$ cat src/design/csm_pkg.sv
// package of operation codes, operand forms and result carriers for the compare/shift/move unit
// ==========================================================================
package csm_pkg;

  // ==========================================================================
  // widths and constants
  localparam int WORD_W = 16;
  localparam int CNT_W = 4;
  localparam int FLAG_W = 5;
  localparam logic [15:0] STEP_ONE = 16'h0001;
  localparam logic [15:0] STEP_TWO = 16'h0002;
  localparam logic [2:0] LEN_SHORT = 3'h2;
  localparam logic [2:0] LEN_LONG = 3'h4;
  localparam int FLG_N = 0;
  localparam int FLG_C = 1;
  localparam int FLG_V = 2;
  localparam int FLG_Z = 3;
  localparam int FLG_E = 4;
  localparam int SIGN_B = 7;

  // ==========================================================================
  // operations
  typedef enum logic [4:0] {
    OP_NONE,
    OP_COMPARE_THEN_DECREMENT_ONE,
    OP_COMPARE_THEN_DECREMENT_TWO,
    OP_COMPARE_THEN_INCREMENT_ONE,
    OP_COMPARE_THEN_INCREMENT_TWO,
    OP_NORMALISE_COUNT,
    OP_LOGICAL_LEFT_SHIFT,
    OP_LOGICAL_RIGHT_SHIFT,
    OP_ROTATE_LEFTWARD,
    OP_ROTATE_RIGHTWARD,
    OP_SIGN_FILL_RIGHT_SHIFT,
    OP_WORD_TRANSFER,
    OP_BYTE_TRANSFER,
    OP_BYTE_TO_WORD_SIGN_EXTEND
  } csm_op_type;

  // second operand source
  typedef enum logic [2:0] {
    SRC_REG,
    SRC_IMM4,
    SRC_IMM_LONG,
    SRC_MEM
  } csm_src_type;

  // pointer side effect
  typedef enum logic [2:0] {
    PTR_NONE,
    PTR_SRC_POST_INC,
    PTR_DST_PRE_DEC,
    PTR_DST_POST_INC,
    PTR_BASE_DISP
  } csm_ptr_type;

  // decoded request
  typedef struct packed {
    csm_op_type op;
    csm_src_type src;
    csm_ptr_type ptr;
    logic [2:0] length;
    logic [15:0] dst_val;
    logic [15:0] src_val;
    logic [15:0] ptr_val;
    logic [15:0] imm;
  } csm_req_type;

  // registered result
  typedef struct packed {
    logic [15:0] result;
    logic result_we;
    logic [15:0] ptr_new;
    logic ptr_we;
    logic [15:0] addr;
    logic [FLAG_W-1:0] flags;
    logic flags_we;
  } csm_res_type;

endpackage

$ cat src/design/csm_unit.sv
// execute unit for compare-and-step, normalise count, shifts and moves
`timescale 1ns/100ps
module csm_unit (
  // clock and reset
  input wire logic sys_clk_i,
  input wire logic srst_i,
  // decoded request from the decode stage
  input wire logic req_valid_i,
  input wire csm_pkg::csm_req_type req_i,
  // registered result to register file and data memory
  output logic res_valid_o,
  output csm_pkg::csm_res_type res_o,
  output logic len_error_o
);
  // ==========================================================================
  // operand selection
  wire logic is_cmp_step;
  wire logic is_shift;
  wire logic is_byte;
  wire logic [15:0] opnd;
  wire logic [3:0] shift_cnt;
  wire logic [15:0] sh_data;
  wire logic sh_carry;
  wire logic [15:0] step;
  wire logic [16:0] cmp_diff;
  wire logic [15:0] step_res;
  wire logic [15:0] move_res;
  wire logic [15:0] norm_res;
  wire logic len_ok;

  assign is_cmp_step = (req_i.op == csm_pkg::OP_COMPARE_THEN_DECREMENT_ONE) ||
                       (req_i.op == csm_pkg::OP_COMPARE_THEN_DECREMENT_TWO) ||
                       (req_i.op == csm_pkg::OP_COMPARE_THEN_INCREMENT_ONE) ||
                       (req_i.op == csm_pkg::OP_COMPARE_THEN_INCREMENT_TWO);
  assign is_shift = (req_i.op == csm_pkg::OP_LOGICAL_LEFT_SHIFT) ||
                    (req_i.op == csm_pkg::OP_LOGICAL_RIGHT_SHIFT) ||
                    (req_i.op == csm_pkg::OP_ROTATE_LEFTWARD) ||
                    (req_i.op == csm_pkg::OP_ROTATE_RIGHTWARD) ||
                    (req_i.op == csm_pkg::OP_SIGN_FILL_RIGHT_SHIFT);
  assign is_byte = (req_i.op == csm_pkg::OP_BYTE_TRANSFER);

  // short form carries a 4-bit immediate, zero extended
  assign opnd = (req_i.src == csm_pkg::SRC_IMM4) ? {12'h000, req_i.imm[3:0]} :
                (req_i.src == csm_pkg::SRC_IMM_LONG) ? req_i.imm : req_i.src_val;

  // only the low four count bits matter, so register counts wrap at 16
  assign shift_cnt = opnd[3:0];

  csm_shifter csm_shifter_inst (
    .data_i(req_i.dst_val),
    .count_i(shift_cnt),
    .op_i(req_i.op),
    .data_o(sh_data),
    .carry_o(sh_carry)
  );

  // ==========================================================================
  // normalise count: leading zeros before the first one bit
  function automatic logic [15:0] lead_zeros(input logic [15:0] v);
    logic [15:0] n;
    logic found;
    n = 16'h0000;
    found = 1'b0;
    for (int i = 15; i >= 0; i--) begin
      if (!found && v[i]) begin
        found = 1'b1;
      end else if (!found) begin
        n = n + 16'h0001;
      end
    end
    return n;
  endfunction

  // a zero word counts as zero steps, as nothing can normalise it
  assign norm_res = (req_i.src_val == 16'h0000) ? 16'h0000 :
                    lead_zeros(req_i.src_val);

  // ==========================================================================
  // compare and step
  assign step = ((req_i.op == csm_pkg::OP_COMPARE_THEN_DECREMENT_TWO) ||
                 (req_i.op == csm_pkg::OP_COMPARE_THEN_INCREMENT_TWO)) ?
                csm_pkg::STEP_TWO : csm_pkg::STEP_ONE;
  // difference only drives flags; the step uses the old register value
  assign cmp_diff = {1'b0, req_i.dst_val} - {1'b0, opnd};
  assign step_res = ((req_i.op == csm_pkg::OP_COMPARE_THEN_DECREMENT_ONE) ||
                     (req_i.op == csm_pkg::OP_COMPARE_THEN_DECREMENT_TWO)) ?
                    req_i.dst_val - step :
                    req_i.dst_val + step;

  // ==========================================================================
  // moves: byte merges into low half, sign extension fills the upper byte
  assign move_res =
    (req_i.op == csm_pkg::OP_BYTE_TO_WORD_SIGN_EXTEND) ?
      {{8{opnd[csm_pkg::SIGN_B]}}, opnd[7:0]} :
    is_byte ? {req_i.dst_val[15:8], opnd[7:0]} :
    opnd;

  // ==========================================================================
  // pointer arithmetic
  wire logic [15:0] ptr_step = is_byte ? csm_pkg::STEP_ONE : csm_pkg::STEP_TWO;
  wire logic [15:0] ptr_pre = req_i.ptr_val - ptr_step;
  wire logic [15:0] ptr_post = req_i.ptr_val + ptr_step;
  wire logic [15:0] eff_addr =
    (req_i.ptr == csm_pkg::PTR_BASE_DISP) ? req_i.ptr_val + req_i.imm :
    (req_i.ptr == csm_pkg::PTR_DST_PRE_DEC) ? ptr_pre :
    req_i.ptr_val;
  wire logic ptr_upd = (req_i.ptr == csm_pkg::PTR_SRC_POST_INC) ||
                       (req_i.ptr == csm_pkg::PTR_DST_POST_INC) ||
                       (req_i.ptr == csm_pkg::PTR_DST_PRE_DEC);

  // ==========================================================================
  // instruction length check: shift group short, long immediates and displacements long
  // pointer forms other than base plus displacement fit in two bytes; a direct memory address needs the long form
  wire logic mem_direct = (req_i.src == csm_pkg::SRC_MEM) &&
                          (req_i.ptr == csm_pkg::PTR_NONE);
  assign len_ok =
    (is_shift || req_i.op == csm_pkg::OP_NORMALISE_COUNT) ?
      (req_i.length == csm_pkg::LEN_SHORT) :
    (req_i.ptr == csm_pkg::PTR_BASE_DISP || req_i.src == csm_pkg::SRC_IMM_LONG ||
     mem_direct) ? (req_i.length == csm_pkg::LEN_LONG) :
    (req_i.length == csm_pkg::LEN_SHORT);

  // ==========================================================================
  // next result
  csm_pkg::csm_res_type res_d;
  always_comb begin
    res_d = '0;
    res_d.addr = eff_addr;
    res_d.ptr_new = (req_i.ptr == csm_pkg::PTR_DST_PRE_DEC) ? ptr_pre : ptr_post;
    res_d.ptr_we = ptr_upd && (req_i.op == csm_pkg::OP_WORD_TRANSFER || is_byte);
    case (req_i.op)
      csm_pkg::OP_COMPARE_THEN_DECREMENT_ONE,
      csm_pkg::OP_COMPARE_THEN_DECREMENT_TWO,
      csm_pkg::OP_COMPARE_THEN_INCREMENT_ONE,
      csm_pkg::OP_COMPARE_THEN_INCREMENT_TWO: begin
        res_d.result = step_res;
        res_d.result_we = 1'b1;
        res_d.flags[csm_pkg::FLG_Z] = (cmp_diff[15:0] == 16'h0000);
        res_d.flags[csm_pkg::FLG_N] = cmp_diff[15];
        res_d.flags[csm_pkg::FLG_C] = cmp_diff[16];
        res_d.flags[csm_pkg::FLG_V] = (req_i.dst_val[15] != opnd[15]) &&
                                      (cmp_diff[15] != req_i.dst_val[15]);
        res_d.flags_we = 1'b1;
      end
      csm_pkg::OP_NORMALISE_COUNT: begin
        res_d.result = norm_res;
        res_d.result_we = 1'b1;
        res_d.flags[csm_pkg::FLG_Z] = (norm_res == 16'h0000);
        res_d.flags_we = 1'b1;
      end
      csm_pkg::OP_LOGICAL_LEFT_SHIFT,
      csm_pkg::OP_LOGICAL_RIGHT_SHIFT,
      csm_pkg::OP_ROTATE_LEFTWARD,
      csm_pkg::OP_ROTATE_RIGHTWARD,
      csm_pkg::OP_SIGN_FILL_RIGHT_SHIFT: begin
        res_d.result = sh_data;
        res_d.result_we = 1'b1;
        res_d.flags[csm_pkg::FLG_Z] = (sh_data == 16'h0000);
        res_d.flags[csm_pkg::FLG_N] = sh_data[15];
        res_d.flags[csm_pkg::FLG_C] = sh_carry;
        res_d.flags_we = 1'b1;
      end
      csm_pkg::OP_WORD_TRANSFER,
      csm_pkg::OP_BYTE_TRANSFER,
      csm_pkg::OP_BYTE_TO_WORD_SIGN_EXTEND: begin
        res_d.result = move_res;
        res_d.result_we = 1'b1;
        res_d.flags[csm_pkg::FLG_Z] = is_byte ? (move_res[7:0] == 8'h00) :
                                                 (move_res == 16'h0000);
        res_d.flags[csm_pkg::FLG_N] = is_byte ? move_res[7] : move_res[15];
        res_d.flags_we = 1'b1;
      end
      default: begin
        res_d.result_we = 1'b0;
      end
    endcase
  end

  // ==========================================================================
  // output register; a request with a bad length is dropped, not executed
  always_ff @(posedge sys_clk_i) begin
    if (srst_i) begin
      res_valid_o <= 1'b0;
      res_o <= '0;
      len_error_o <= 1'b0;
    end else begin
      res_valid_o <= req_valid_i && len_ok && (req_i.op != csm_pkg::OP_NONE);
      res_o <= res_d;
      len_error_o <= req_valid_i && !len_ok;
    end
  end

  // ==========================================================================
  // checks
  a_step_after_cmp: assert property (@(posedge sys_clk_i) disable iff (srst_i)
    (req_valid_i && len_ok && req_i.op == csm_pkg::OP_COMPARE_THEN_DECREMENT_TWO) |=>
    (res_o.result == $past(req_i.dst_val) - 16'h0002))
    else $error("decrement by two wrong");
  a_inc_step: assert property (@(posedge sys_clk_i) disable iff (srst_i)
    (req_valid_i && len_ok && req_i.op == csm_pkg::OP_COMPARE_THEN_INCREMENT_ONE) |=>
    (res_o.result == $past(req_i.dst_val) + 16'h0001))
    else $error("increment by one wrong");
  a_cmp_zero_flag: assert property (@(posedge sys_clk_i) disable iff (srst_i)
    (req_valid_i && is_cmp_step && req_i.dst_val == opnd) |=>
    res_o.flags[csm_pkg::FLG_Z])
    else $error("equal compare lost zero flag");
  a_shift_len: assert property (@(posedge sys_clk_i) disable iff (srst_i)
    (req_valid_i && is_shift && req_i.length == csm_pkg::LEN_LONG) |=>
    (len_error_o && !res_valid_o))
    else $error("long shift accepted");
  a_sign_extend: assert property (@(posedge sys_clk_i) disable iff (srst_i)
    (res_valid_o && $past(req_i.op) == csm_pkg::OP_BYTE_TO_WORD_SIGN_EXTEND) |->
    (res_o.result[15:8] == {8{res_o.result[7]}}))
    else $error("sign extension wrong");
  a_byte_ptr: assert property (@(posedge sys_clk_i) disable iff (srst_i)
    (req_valid_i && is_byte && req_i.ptr == csm_pkg::PTR_SRC_POST_INC) |=>
    (res_o.ptr_we && res_o.ptr_new == $past(req_i.ptr_val) + 16'h0001))
    else $error("byte pointer step wrong");
  a_pre_dec_addr: assert property (@(posedge sys_clk_i) disable iff (srst_i)
    (req_valid_i && req_i.op == csm_pkg::OP_WORD_TRANSFER &&
     req_i.ptr == csm_pkg::PTR_DST_PRE_DEC) |=>
    (res_o.addr == $past(req_i.ptr_val) - 16'h0002 && res_o.ptr_new == res_o.addr))
    else $error("pre-decrement wrong");
  a_asr_sign: assert property (@(posedge sys_clk_i) disable iff (srst_i)
    (req_valid_i && req_i.op == csm_pkg::OP_SIGN_FILL_RIGHT_SHIFT && req_i.dst_val[15]) |=>
    res_o.result[15])
    else $error("sign fill lost");
  a_disp_addr: assert property (@(posedge sys_clk_i) disable iff (srst_i)
    (req_valid_i && req_i.ptr == csm_pkg::PTR_BASE_DISP) |=>
    (res_o.addr == $past(req_i.ptr_val) + $past(req_i.imm)))
    else $error("displacement address wrong");
  a_long_imm_len: assert property (@(posedge sys_clk_i) disable iff (srst_i)
    (req_valid_i && req_i.src == csm_pkg::SRC_IMM_LONG &&
     req_i.length == csm_pkg::LEN_SHORT) |=>
    (len_error_o && !res_valid_o))
    else $error("short form with long immediate accepted");
  a_word_post_inc: assert property (@(posedge sys_clk_i) disable iff (srst_i)
    (req_valid_i && len_ok && req_i.op == csm_pkg::OP_WORD_TRANSFER &&
     (req_i.ptr == csm_pkg::PTR_SRC_POST_INC || req_i.ptr == csm_pkg::PTR_DST_POST_INC)) |=>
    (res_o.ptr_we && res_o.ptr_new == $past(req_i.ptr_val) + 16'h0002))
    else $error("word post-increment wrong");
  a_short_indirect: assert property (@(posedge sys_clk_i) disable iff (srst_i)
    (req_valid_i && req_i.src == csm_pkg::SRC_MEM && req_i.length == csm_pkg::LEN_SHORT &&
     req_i.ptr != csm_pkg::PTR_NONE && req_i.ptr != csm_pkg::PTR_BASE_DISP &&
     (req_i.op == csm_pkg::OP_WORD_TRANSFER || req_i.op == csm_pkg::OP_BYTE_TRANSFER)) |=>
    (res_valid_o && !len_error_o))
    else $error("short indirect move refused");
  a_valid_not_error: assert property (@(posedge sys_clk_i) disable iff (srst_i)
    res_valid_o |-> !len_error_o)
    else $error("result and length error together");
endmodule

$ cat src/design/csm_shifter.sv
// barrel shifter/rotator for the compare/shift/move unit
`timescale 1ns/100ps
module csm_shifter (
  // operand and control
  input wire logic [15:0] data_i,
  input wire logic [3:0] count_i,
  input wire csm_pkg::csm_op_type op_i,
  // result
  output logic [15:0] data_o,
  output logic carry_o
);
  // ==========================================================================
  // doubled words give rotates and sign fill without loops
  wire logic [31:0] dbl_rot = {data_i, data_i};
  wire logic [31:0] dbl_sgn = {{16{data_i[15]}}, data_i};
  wire logic [31:0] left_w = {16'h0000, data_i} << count_i;
  wire logic [31:0] right_w = {data_i, 16'h0000} >> count_i;
  wire logic [31:0] rotl_w = dbl_rot << count_i;
  wire logic [31:0] rotr_w = dbl_rot >> count_i;
  wire logic [31:0] asr_w = dbl_sgn >> count_i;
  wire logic [16:0] asr_c = {dbl_sgn[15:0], 1'b0} >> count_i;

  // ==========================================================================
  // result select
  always_comb begin
    data_o = data_i;
    carry_o = 1'b0;
    case (op_i)
      csm_pkg::OP_LOGICAL_LEFT_SHIFT: begin
        data_o = left_w[15:0];
        carry_o = (count_i != 4'h0) ? left_w[16] : 1'b0;
      end
      csm_pkg::OP_LOGICAL_RIGHT_SHIFT: begin
        data_o = right_w[31:16];
        carry_o = (count_i != 4'h0) ? right_w[15] : 1'b0;
      end
      csm_pkg::OP_ROTATE_LEFTWARD: begin
        data_o = rotl_w[31:16];
        carry_o = rotl_w[16];
      end
      csm_pkg::OP_ROTATE_RIGHTWARD: begin
        data_o = rotr_w[15:0];
        carry_o = rotr_w[15];
      end
      csm_pkg::OP_SIGN_FILL_RIGHT_SHIFT: begin
        data_o = asr_w[15:0];
        carry_o = (count_i != 4'h0) ? asr_c[0] : 1'b0;
      end
      default: begin
        data_o = data_i;
        carry_o = 1'b0;
      end
    endcase
  end
endmodule

$ cat config.mk
export PLATFORM = sky130hd
export DESIGN_NAME = csm_unit
export DESIGN_NICKNAME = d
export VERILOG_FILES = /design/src/design/csm_pkg.sv /design/src/design/csm_unit.sv /design/src/design/csm_shifter.sv
export SDC_FILE = /design/constraint.sdc
export NUM_CORES = 1
export LEC_CHECK = 0
export BUFFER_PORTS_ARGS = -buffer_cell sky130_fd_sc_hd__clkbuf_2
export CAP_MARGIN = 20
export CORE_MARGIN = 4
export CORE_UTILIZATION = 60
export DETAILED_ROUTE_END_ITERATION = 10
export PLACE_DENSITY_LB_ADDON = 0.12
export SYNTH_ARGS = -nofsm -noshare
export SYNTH_HDL_FRONTEND = slang
export SYNTH_SLANG_ARGS = --single-unit
$ cat constraint.sdc
create_clock -name sys_clk_i -period 10.5 [get_ports sys_clk_i]
set_input_delay 1.05 -clock sys_clk_i [delete_from_list [all_inputs] [get_ports sys_clk_i]]
set_output_delay 1.05 -clock sys_clk_i [all_outputs]
set_load 0.01 [all_outputs]
==> metrics.txt, run 1 <==
total negative slack 0 ps; cts hold-fix bufs 0; final setup violation count 0; Max H-tree Level 2; CTS tree done; ANT nets after route 0; DRT Pass-1 Iters 5; critical path capture point type flop; Clock Power Share 0.204; largest net degree at the start of global routing 50; final hold vios 0; Site Rows 46; Post-Syn Instances 1373; crit path DAT 10040 ps; Total GRT Usage 0.380; Slew Viols, Final 0; critical path's most frequent cell ha_1; synth unique cells 94; outcome complete, no violations; Core Box Area 0.0158 sq mm; Int Pwr 0.496 mW; Post-Synth XOR/XNOR Area 0.0891; Top Layer Used met5; clock root buffer clkbuf_16; CP max-delay cell or4_1; full die area 0.0182 sq mm; Switching Fraction 0.456; share of total power in sequential cells 0.251; initial antenna violation count 1; largest family of logic cells by synthesized area compound AO/OA/AOI/OAI gates; synth warn 0; Worst Hold Launch req_i[69]; Setup WS pre-CTS 528 ps; Tcrit/Tclk final 0.934; chip height 135 um; post-route design area 0.0105 sq mm; Worst Tran Pin Value 1020 ps; Setup Buffers After CTS 0; area growth from synthesis to layout 8.51%; wl on met1 13000 um; CTS Buf Count 5; syn nets 1524; I/O Pins 139; Net Sw Power 0.415 mW; Mapped Area 0.00966 sq mm; Placed Instances 1647; Gate power share 0.544; vias 11200; Crit Path Max Fanout 9; Worst EP required 10730 ps; Sink Count 56; register area share after synthesis 0.116; adder-cell share of the synthesized area 0.0945; CTS resizes 0; Worst Setup Start Kind input port; hold endpoint res_o[22]; WL met3 3630 um; RSZ-0062 raised after global routing no; final wirelength 35800 um; vias in the first global route 10300; Mapped Avg Cell Area 7.04 sq um; GP Congestion 1.08; flops & latches, synth 56; detailed-placement wirelength estimate 26700 um; commonest cells after routing, fill and taps aside nor2_1 (187), clkbuf_2 (137), nand2_1 (115); Clock Pin Slew Worst Setup and Hold Paths 80 ps; Critical Path Max Stage Delay 420 ps; fin cells 1656; die width 135 um; hold slack 948 ps; # diodes 0; max cap viols 0; Setup WS post-layout 691 ps; cell area power density 86.9 mW/mm^2; Async SR Flop Fraction 0; commonest non-fill, non-tap cell in the layout nor2_1; Placed Area 0.0103 sq mm; Tmin final 9810 ps; Min-Delay Path Class input port to flop; WS Path Type input port to flop; drt wl/cell 21.6 um; first-pass GRT wire length 55400 um; fmax 102 MHz; DRC 0; Max VDD drop 0.0000741 V; grt ovf 0; worst rel slew slack 0.318; P_leak 4.40 nW; final core occ 0.662; Compound-Gate Fraction of Synth Area 0.295; Primary FF master, synth dfxtp_1; Initial DRC Count 1504; number of flops mapped to enable cells by yosys 0; share of cells above drive strength 1 0.156; hold path depth 2; Post-Synth Simple-Gate Area 0.258; Max Root-Sink Buffers 2; Initial Util 0.611; total power 0.911 mW; vias per cell 6.77; mux contribution to synthesized area 0.0870; PortBufs 137; metal2 WL 16400 um; final layout net count 1590
==> cells by family (layout without fill, tap and decap cells) <==
family | count (synthesis) | after routing
AO/OA/AOI/OAI | 425 | 425
XOR/XNOR | 88 | 88
adder cells (fa/ha/maj) | 70 | 70
buffers and inverters | 138 | 205
flip-flops | 56 | 56
multiplexers | 73 | 73
other | 1 | 1
AND/OR/NAND/NOR | 522 | 522
==> critical path, delay by kind of cell <==
kind	cells	cell delay (ps)
fa+ha+maj	12	3700
compound gates	11	1900
mux	5	900
buf+inv	3	380
simple gates	11	1790
xor+xnor	2	290
==> cell type report <==
| class | instances | area, sq um |
|---|---|---|
| Clock buffer | 5 | 125 |
| Clock inverter | 3 | 28.8 |
| Fill cell | 1459 | 5340 |
| Inverter | 47 | 176 |
| Multi-Input combinational cell | 1179 | 7980 |
| Sequential cell | 56 | 1120 |
| Tap cell | 216 | 270 |
| Timing Repair Buffer | 150 | 783 |
==> power groups by stage <==
stage	sequential (mW)	combinational, mW	clock, mW
2_1_floorplan	0.240	0.332	0
3_3_place_gp	0.234	0.469	0
3_5_place_dp	0.234	0.475	0
4_1_cts	0.229	0.478	0.186
5_1_grt	0.230	0.533	0.192
6_report	0.229	0.496	0.186
==> registers in the layout (all words and copies together) (netlist names) <==
signal / cells
res_o: 54
len_error_o: 1
res_valid_o: 1
==> worst max path at each step <==
| stage | start | end | cells after the start |
|---|---|---|---|
| after floorplan | req_i[47] | res_o[4] | 44 |
| after global placement | req_i[47] | res_o[4] | 44 |
| after detailed placement | req_i[47] | res_o[4] | 44 |
| after CTS | req_i[47] | res_o[4] | 42 |
| after global routing | req_i[47] | res_o[4] | 44 |
| final | req_i[47] | res_o[4] | 44 |
==> synth_stat cells, types with 9 or more instances <==
library cell / number / share of area
nor2_1: 188 / 0.073
nand2_1: 115 / 0.045
a21oi_1: 104 / 0.054
o21ai_0: 79 / 0.041
ha_1: 65 / 0.084
nor3_1: 62 / 0.032
dfxtp_1: 56 / 0.12
clkbuf_1: 54 / 0.021
mux2i_1: 48 / 0.050
xnor2_1: 48 / 0.044
inv_1: 43 / 0.017
a211oi_1: 34 / 0.026
xor2_1: 31 / 0.028
nand3_1: 30 / 0.016
a31oi_1: 23 / 0.015
a21o_1: 22 / 0.017
nor2b_1: 22 / 0.014
o211ai_1: 20 / 0.016
mux2_2: 18 / 0.021
nand2b_1: 17 / 0.011
a21boi_0: 15 / 0.012
a22o_1: 15 / 0.014
buf_1: 15 / 0.0058
or3_1: 15 / 0.0097
buf_2: 14 / 0.0073
o21a_1: 12 / 0.0093
nor4_1: 11 / 0.0071
a22oi_1: 10 / 0.0078
o22ai_1: 9 / 0.0058
o31ai_1: 9 / 0.0070
==> per-layer routing <==
layer  GRT usage  up-vias
li1            -     5175
met1       0.454     5137
met4       0.233        2
met2       0.627      694
met3      0.0771      203
met5           0        -
Power figures use the tool's default switching activity.
==> inputs of run 2 (changes only) <==
SYNTH_HIERARCHICAL = 1   (was default)
TNS_END_PERCENT = 100   (was default)
==> run 2 against run 1 <==
Critical path depth up 3. Die area decreased by 7.8%. Critical path type unchanged. Wire length shrank 21%.
==> metrics.txt, run 2 <==
outcome complete, no violations; fmax 105 MHz (+2.7%); cell area power density 83.2 mW/mm^2 (-4.3%); Mapped Avg Cell Area 7.36 sq um (+4.5%); ANT nets after route 0 (unchanged); chip height 130 um (-4.0%); final hold vios 0 (unchanged); initial antenna violation count 0 (-1); Critical Path Max Stage Delay 390 ps (-30 ps); RSZ-0062 raised after global routing no; worst rel slew slack 0.397 (+0.0795); clock root buffer clkbuf_16; post-route design area 0.00961 sq mm (-8.3%); grt ovf 0 (unchanged); vias per cell 6.56 (-3.0%); cts hold-fix bufs 0 (unchanged); Tmin final 9560 ps (-253 ps); Initial DRC Count 1103 (-27%); first-pass GRT wire length 44100 um (-20%); CTS Buf Count 5 (unchanged); Clock Pin Slew Worst Setup and Hold Paths 80 ps (about the same); total negative slack 0 ps (unchanged); critical path capture point type flop; synth warn 6 (+6); final setup violation count 0 (unchanged); Worst EP required 10670 ps (-60 ps); GP Congestion 1.04 (-3.9%); total power 0.799 mW (-12%); fill cell count 1343 (-8.0%); max cap viols 0 (unchanged); I/O Pins 139 (unchanged); Worst Tran Pin Value 904 ps (-112 ps); vias in the first global route 8425 (-18%); drt wl/cell 19.3 um (-10%); synth unique cells 91 (-3.2%); Top reg by flops res_o; register area share after synthesis 0.126 (+0.0104); Max Root-Sink Buffers 2 (unchanged); CP max-delay cell ha_1; final layout net count 1417 (-11%); number of flops mapped to enable cells by yosys 0 (unchanged); Max H-tree Level 2 (unchanged); DRT Pass-1 Iters 8 (+3); Placed Area 0.00946 sq mm (-8.4%); detailed-placement wirelength estimate 21200 um (-21%); syn nets 1353 (-11%); full die area 0.0168 sq mm (-7.8%); dominant cells by area after synthesis dfxtp_1 (13%), ha_1 (8.9%), nor2_1 (6.9%); CTS resizes 0 (unchanged); WS Path Type input port to flop; most frequent cell after synthesis nor2_1; P_leak 4.06 nW (-7.8%); Crit Path Max Fanout 10 (+1); die width 130 um (-4.0%); Min-Delay Path Class input port to flop; Max VDD drop 0.0000615 V (-17%); Slew Viols, Final 0 (unchanged); final wirelength 28100 um (-21%); share of cells above drive strength 1 0.167 (+0.0114); Total GRT Usage 0.324 (-0.0565); crit path DAT 9730 ps (-310 ps); Initial Util 0.612 (+0.00183); flops & latches, synth 56 (unchanged); largest net degree at the start of global routing 48 (-4.0%); CTS tree done; commonest cells after routing, fill and taps aside nor2_1 (163), clkbuf_2 (137), a21oi_1 (86); top post-synthesis cells by count nor2_1 (163), a21oi_1 (86), nand2_1 (85); Setup Buffers After CTS 0 (unchanged); Synth area leader dfxtp_1; PortBufs 137 (unchanged); # diodes 0 (unchanged); Site Rows 44 (-4.3%); Async SR Flop Fraction 0 (unchanged); Worst Setup Start Kind input port; Yosys top cell area share 0.126 (+0.0104); Sink Count 56 (unchanged); Core Box Area 0.0145 sq mm (-8.5%); commonest non-fill, non-tap cell in the layout nor2_1; area growth from synthesis to layout 8.40%; DRC 0 (unchanged); Primary FF master, synth dfxtp_1; critical path's most frequent cell ha_1; biggest regs res_o: 54 flops, len_error_o: 1 flops, res_valid_o: 1 flops; Mapped Area 0.00887 sq mm (-8.2%); Tcrit/Tclk final 0.910 (-0.0241); max FFs per register 54 (unchanged); vias 9544 (-15%); Post-Syn Instances 1205 (-12%)
[run 2: worst paths after layout]
| path | endpoint | startpoint | slack, ps | cells past startpoint |
|---|---|---|---|---|
| max | res_o[44] | req_i[47] | 940 | 47 |
| min | res_o[22] | req_i[69] | 950 | 2 |
[run 2: critical path, delay by kind of cell]
family,cells,cell delay [ps]
fa+ha+maj,12,3730
simple gates,18,2020
compound gates,11,1810
mux,4,750
xor+xnor,1,230
buf+inv,1,160
[run 2: cells by family after synthesis]
| group | synth area share |
|---|---|
| simple gates | 0.270 |
| compound gates | 0.245 |
| buf+inv | 0.0625 |
| mux | 0.119 |
| xor+xnor | 0.0792 |
| fa+ha+maj | 0.0979 |
| flops | 0.126 |
| other cells | 0.000423 |
[run 2: power breakdown]
part	internal, mW	total [mW]	switching (mW)
combinational	0.156	0.394	0.238
sequential	0.224	0.227	0.00337
clock	0.0905	0.178	0.0879
total	0.470	0.799	0.329
[run 2: stage by stage]
stage	utilization	worst slack (ps)	hold WS, ps	cells
after global routing	0.664	167	948	1454
after floorplan	-	1630	1130	1205
after CTS	0.664	1090	944	1454
after detailed placement	0.653	769	1260	1446
final	0.664	944	946	1454
after global placement	0.653	1120	1260	1446
[run 2: metal layers]
metal | track usage | share of wire | routed length [um]
met1 | 0.470 | 0.44 | 12300
met4 | 0.0899 | 0.027 | 752
met3 | 0.0713 | 0.11 | 3050
met5 | 0 | 0 | 0
met2 | 0.484 | 0.43 | 12000
[run 2: cell type report]
cell class / instances / area (sq um) / share of cell area
clock buffer: 5 / 125 / 0.0130
clock inverter: 3 / 26.3 / 0.00273
timing repair buffer: 143 / 731 / 0.0760
tap: 184 / 230 / 0.0240
sequential: 56 / 1120 / 0.117
multi-input combinational: 1015 / 7200 / 0.749
inverter: 48 / 180 / 0.0187
==> inputs of run 3 (changes only) <==
--- a/config.mk
+++ b/config.mk
@@ -6,9 +6,9 @@
 export NUM_CORES = 1
 export LEC_CHECK = 0
-export BUFFER_PORTS_ARGS = -buffer_cell sky130_fd_sc_hd__clkbuf_2
 export CAP_MARGIN = 20
 export CORE_MARGIN = 4
 export CORE_UTILIZATION = 60
 export DETAILED_ROUTE_END_ITERATION = 10
+export DONT_BUFFER_PORTS = 1
 export PLACE_DENSITY_LB_ADDON = 0.12
 export SYNTH_ARGS = -nofsm -noshare
==> constraint.sdc (replaced) <==
create_clock -name sys_clk_i -period 10.5 [get_ports sys_clk_i]
set_input_delay 1.05 -clock sys_clk_i [delete_from_list [all_inputs] [get_ports sys_clk_i]]
set_output_delay 1.05 -clock sys_clk_i [all_outputs]
set_load 0.005 [all_outputs]
==> run 3 against run 2 <==
Non-clock buffer count is 137 lower. Sequential power barely moved. Sequential cell count unchanged. Worst setup slack gained 140 ps. Die area did not move. Sequential share of layout area is 0.91 points higher. Clock power shrank 5%. Worst hold slack lost 130 ps. Critical path type unchanged. Largest power group unchanged. Highest routed layer unchanged.
==> metrics.txt, run 3 (same netlist as run 2, synthesis figures left out) <==
PortBufs 0 (-100%); Top reg by flops res_o; Setup WS post-layout 1090 ps (+144 ps); Setup Buffers After CTS 0 (unchanged); commonest non-fill, non-tap cell in the layout nor2_1; DRC 0 (unchanged); fmax 106 MHz (+1.5%); # diodes 0 (unchanged); Site Rows 44 (unchanged); outcome complete, no violations; hold slack 811 ps (-135 ps); grt ovf 0 (unchanged); max cap viols 0 (unchanged); Worst EP required 10670 ps (about the same); P_leak 3.47 nW (-14%); CP max-delay cell a2111oi_1; CTS tree done; biggest regs res_o: 54 flops, len_error_o: 1 flops, res_valid_o: 1 flops; area growth from synthesis to layout 0.564%; I/O Pins 139 (unchanged); worst rel slew slack 0.360 (-0.0375); full die area 0.0168 sq mm (unchanged); crit path DAT 9580 ps (-150 ps); final hold vios 0 (unchanged); chip height 130 um (unchanged); critical path's most frequent cell ha_1; worst setup path endpoint res_o[44]; Worst Tran Pin Value 957 ps (+52.6 ps); Slew Viols, Final 0 (unchanged); initial antenna violation count 0 (unchanged); Worst Setup Start Kind input port; Placed Area 0.00877 sq mm (-7.3%); drt wl/cell 21.0 um (+8.7%); Tcrit/Tclk final 0.896 (-0.0137); DRT Pass-1 Iters 7 (-1); Tmin final 9410 ps (-144 ps); final setup violation count 0 (unchanged); Max H-tree Level 2 (unchanged); Placed Instances 1308 (-9.5%); CTS resizes 0 (unchanged); largest net degree at the start of global routing 48 (unchanged); Crit. Startpoint req_i[47]; total power 0.720 mW (-10%); Initial DRC Count 1159 (+5.1%); max FFs per register 54 (unchanged); cts hold-fix bufs 0 (unchanged); ANT nets after route 0 (unchanged); vias 9006 (-5.6%); post-route design area 0.00892 sq mm (-7.2%); Crit Path Max Fanout 10 (unchanged); vias in the first global route 8084 (-4.0%); final layout net count 1280 (-9.7%); commonest cells after routing, fill and taps aside nor2_1 (163), a21oi_1 (86), nand2_1 (85); total negative slack 0 ps (unchanged); die width 130 um (unchanged); CTS Buf Count 5 (unchanged); Clock Pin Slew Worst Setup and Hold Paths 80 ps (about the same); Core Box Area 0.0145 sq mm (unchanged); detailed-placement wirelength estimate 20700 um (-2.2%); Critical Path Max Stage Delay 400 ps (about the same); Initial Util 0.612 (unchanged); final core occ 0.616 (-0.0480); Max VDD drop 0.0000845 V (+37%); final wirelength 27700 um (-1.5%); Max Root-Sink Buffers 2 (unchanged); vias per cell 6.84 (+4.2%); GP Congestion 1.05 (+0.58%); Sink Count 56 (unchanged); Setup WS pre-CTS 888 ps (+119 ps); fin cells 1317 (-9.4%); first-pass GRT wire length 43100 um (-2.2%); Total GRT Usage 0.318 (-0.00553); clock root buffer clkbuf_16; WS Path Type input port to flop; cell area power density 80.7 mW/mm^2 (-3.0%); share of cells above drive strength 1 0.0653 (-0.102); critical path capture point type flop; RSZ-0062 raised after global routing no; Min-Delay Path Class input port to flop
-- run 3: area by class of cell --
cell class	count	area (sq um)
Clock buffer	6	129
Clock inverter	2	13.8
Fill cell	1319	5560
Inverter	48	180
Multi-Input combinational cell	1015	7200
Sequential cell	56	1120
Tap cell	184	230
Timing Repair Buffer	6	45.0
-- run 3: how the worst min path moves through the flow --
stage,startpoint,to,slack [ps],cells after the start
3_5_place_dp,srst_i,res_o[23],1120,1
4_1_cts,req_i[69],res_o[22],810,1
5_1_grt,srst_i,res_o[17],800,1
6_report,req_i[69],res_o[22],810,1
2_1_floorplan,req_i[69],res_o[22],1130,1
3_3_place_gp,srst_i,res_o[23],1120,1
-- run 3: critical path: cells and delay by family --
family | cells | cell delay (ps)
AOI/OAI and AO/OA | 11 | 1860
muxes | 4 | 730
adders and majority gates | 12 | 3680
xor gates and xnor gates | 1 | 230
and+or+nand+nor | 18 | 1970
-- run 3: report_power, final --
group          switching, mW  internal [mW]
clock                 0.0793         0.0892
combinational          0.182          0.139
sequential           0.00638          0.224
total                  0.267          0.452
-- run 3: per-layer routing --
metal,part of all wire,track usage
met1,0.43,0.464
met2,0.42,0.466
met3,0.12,0.0746
met4,0.031,0.0935
met5,0,0
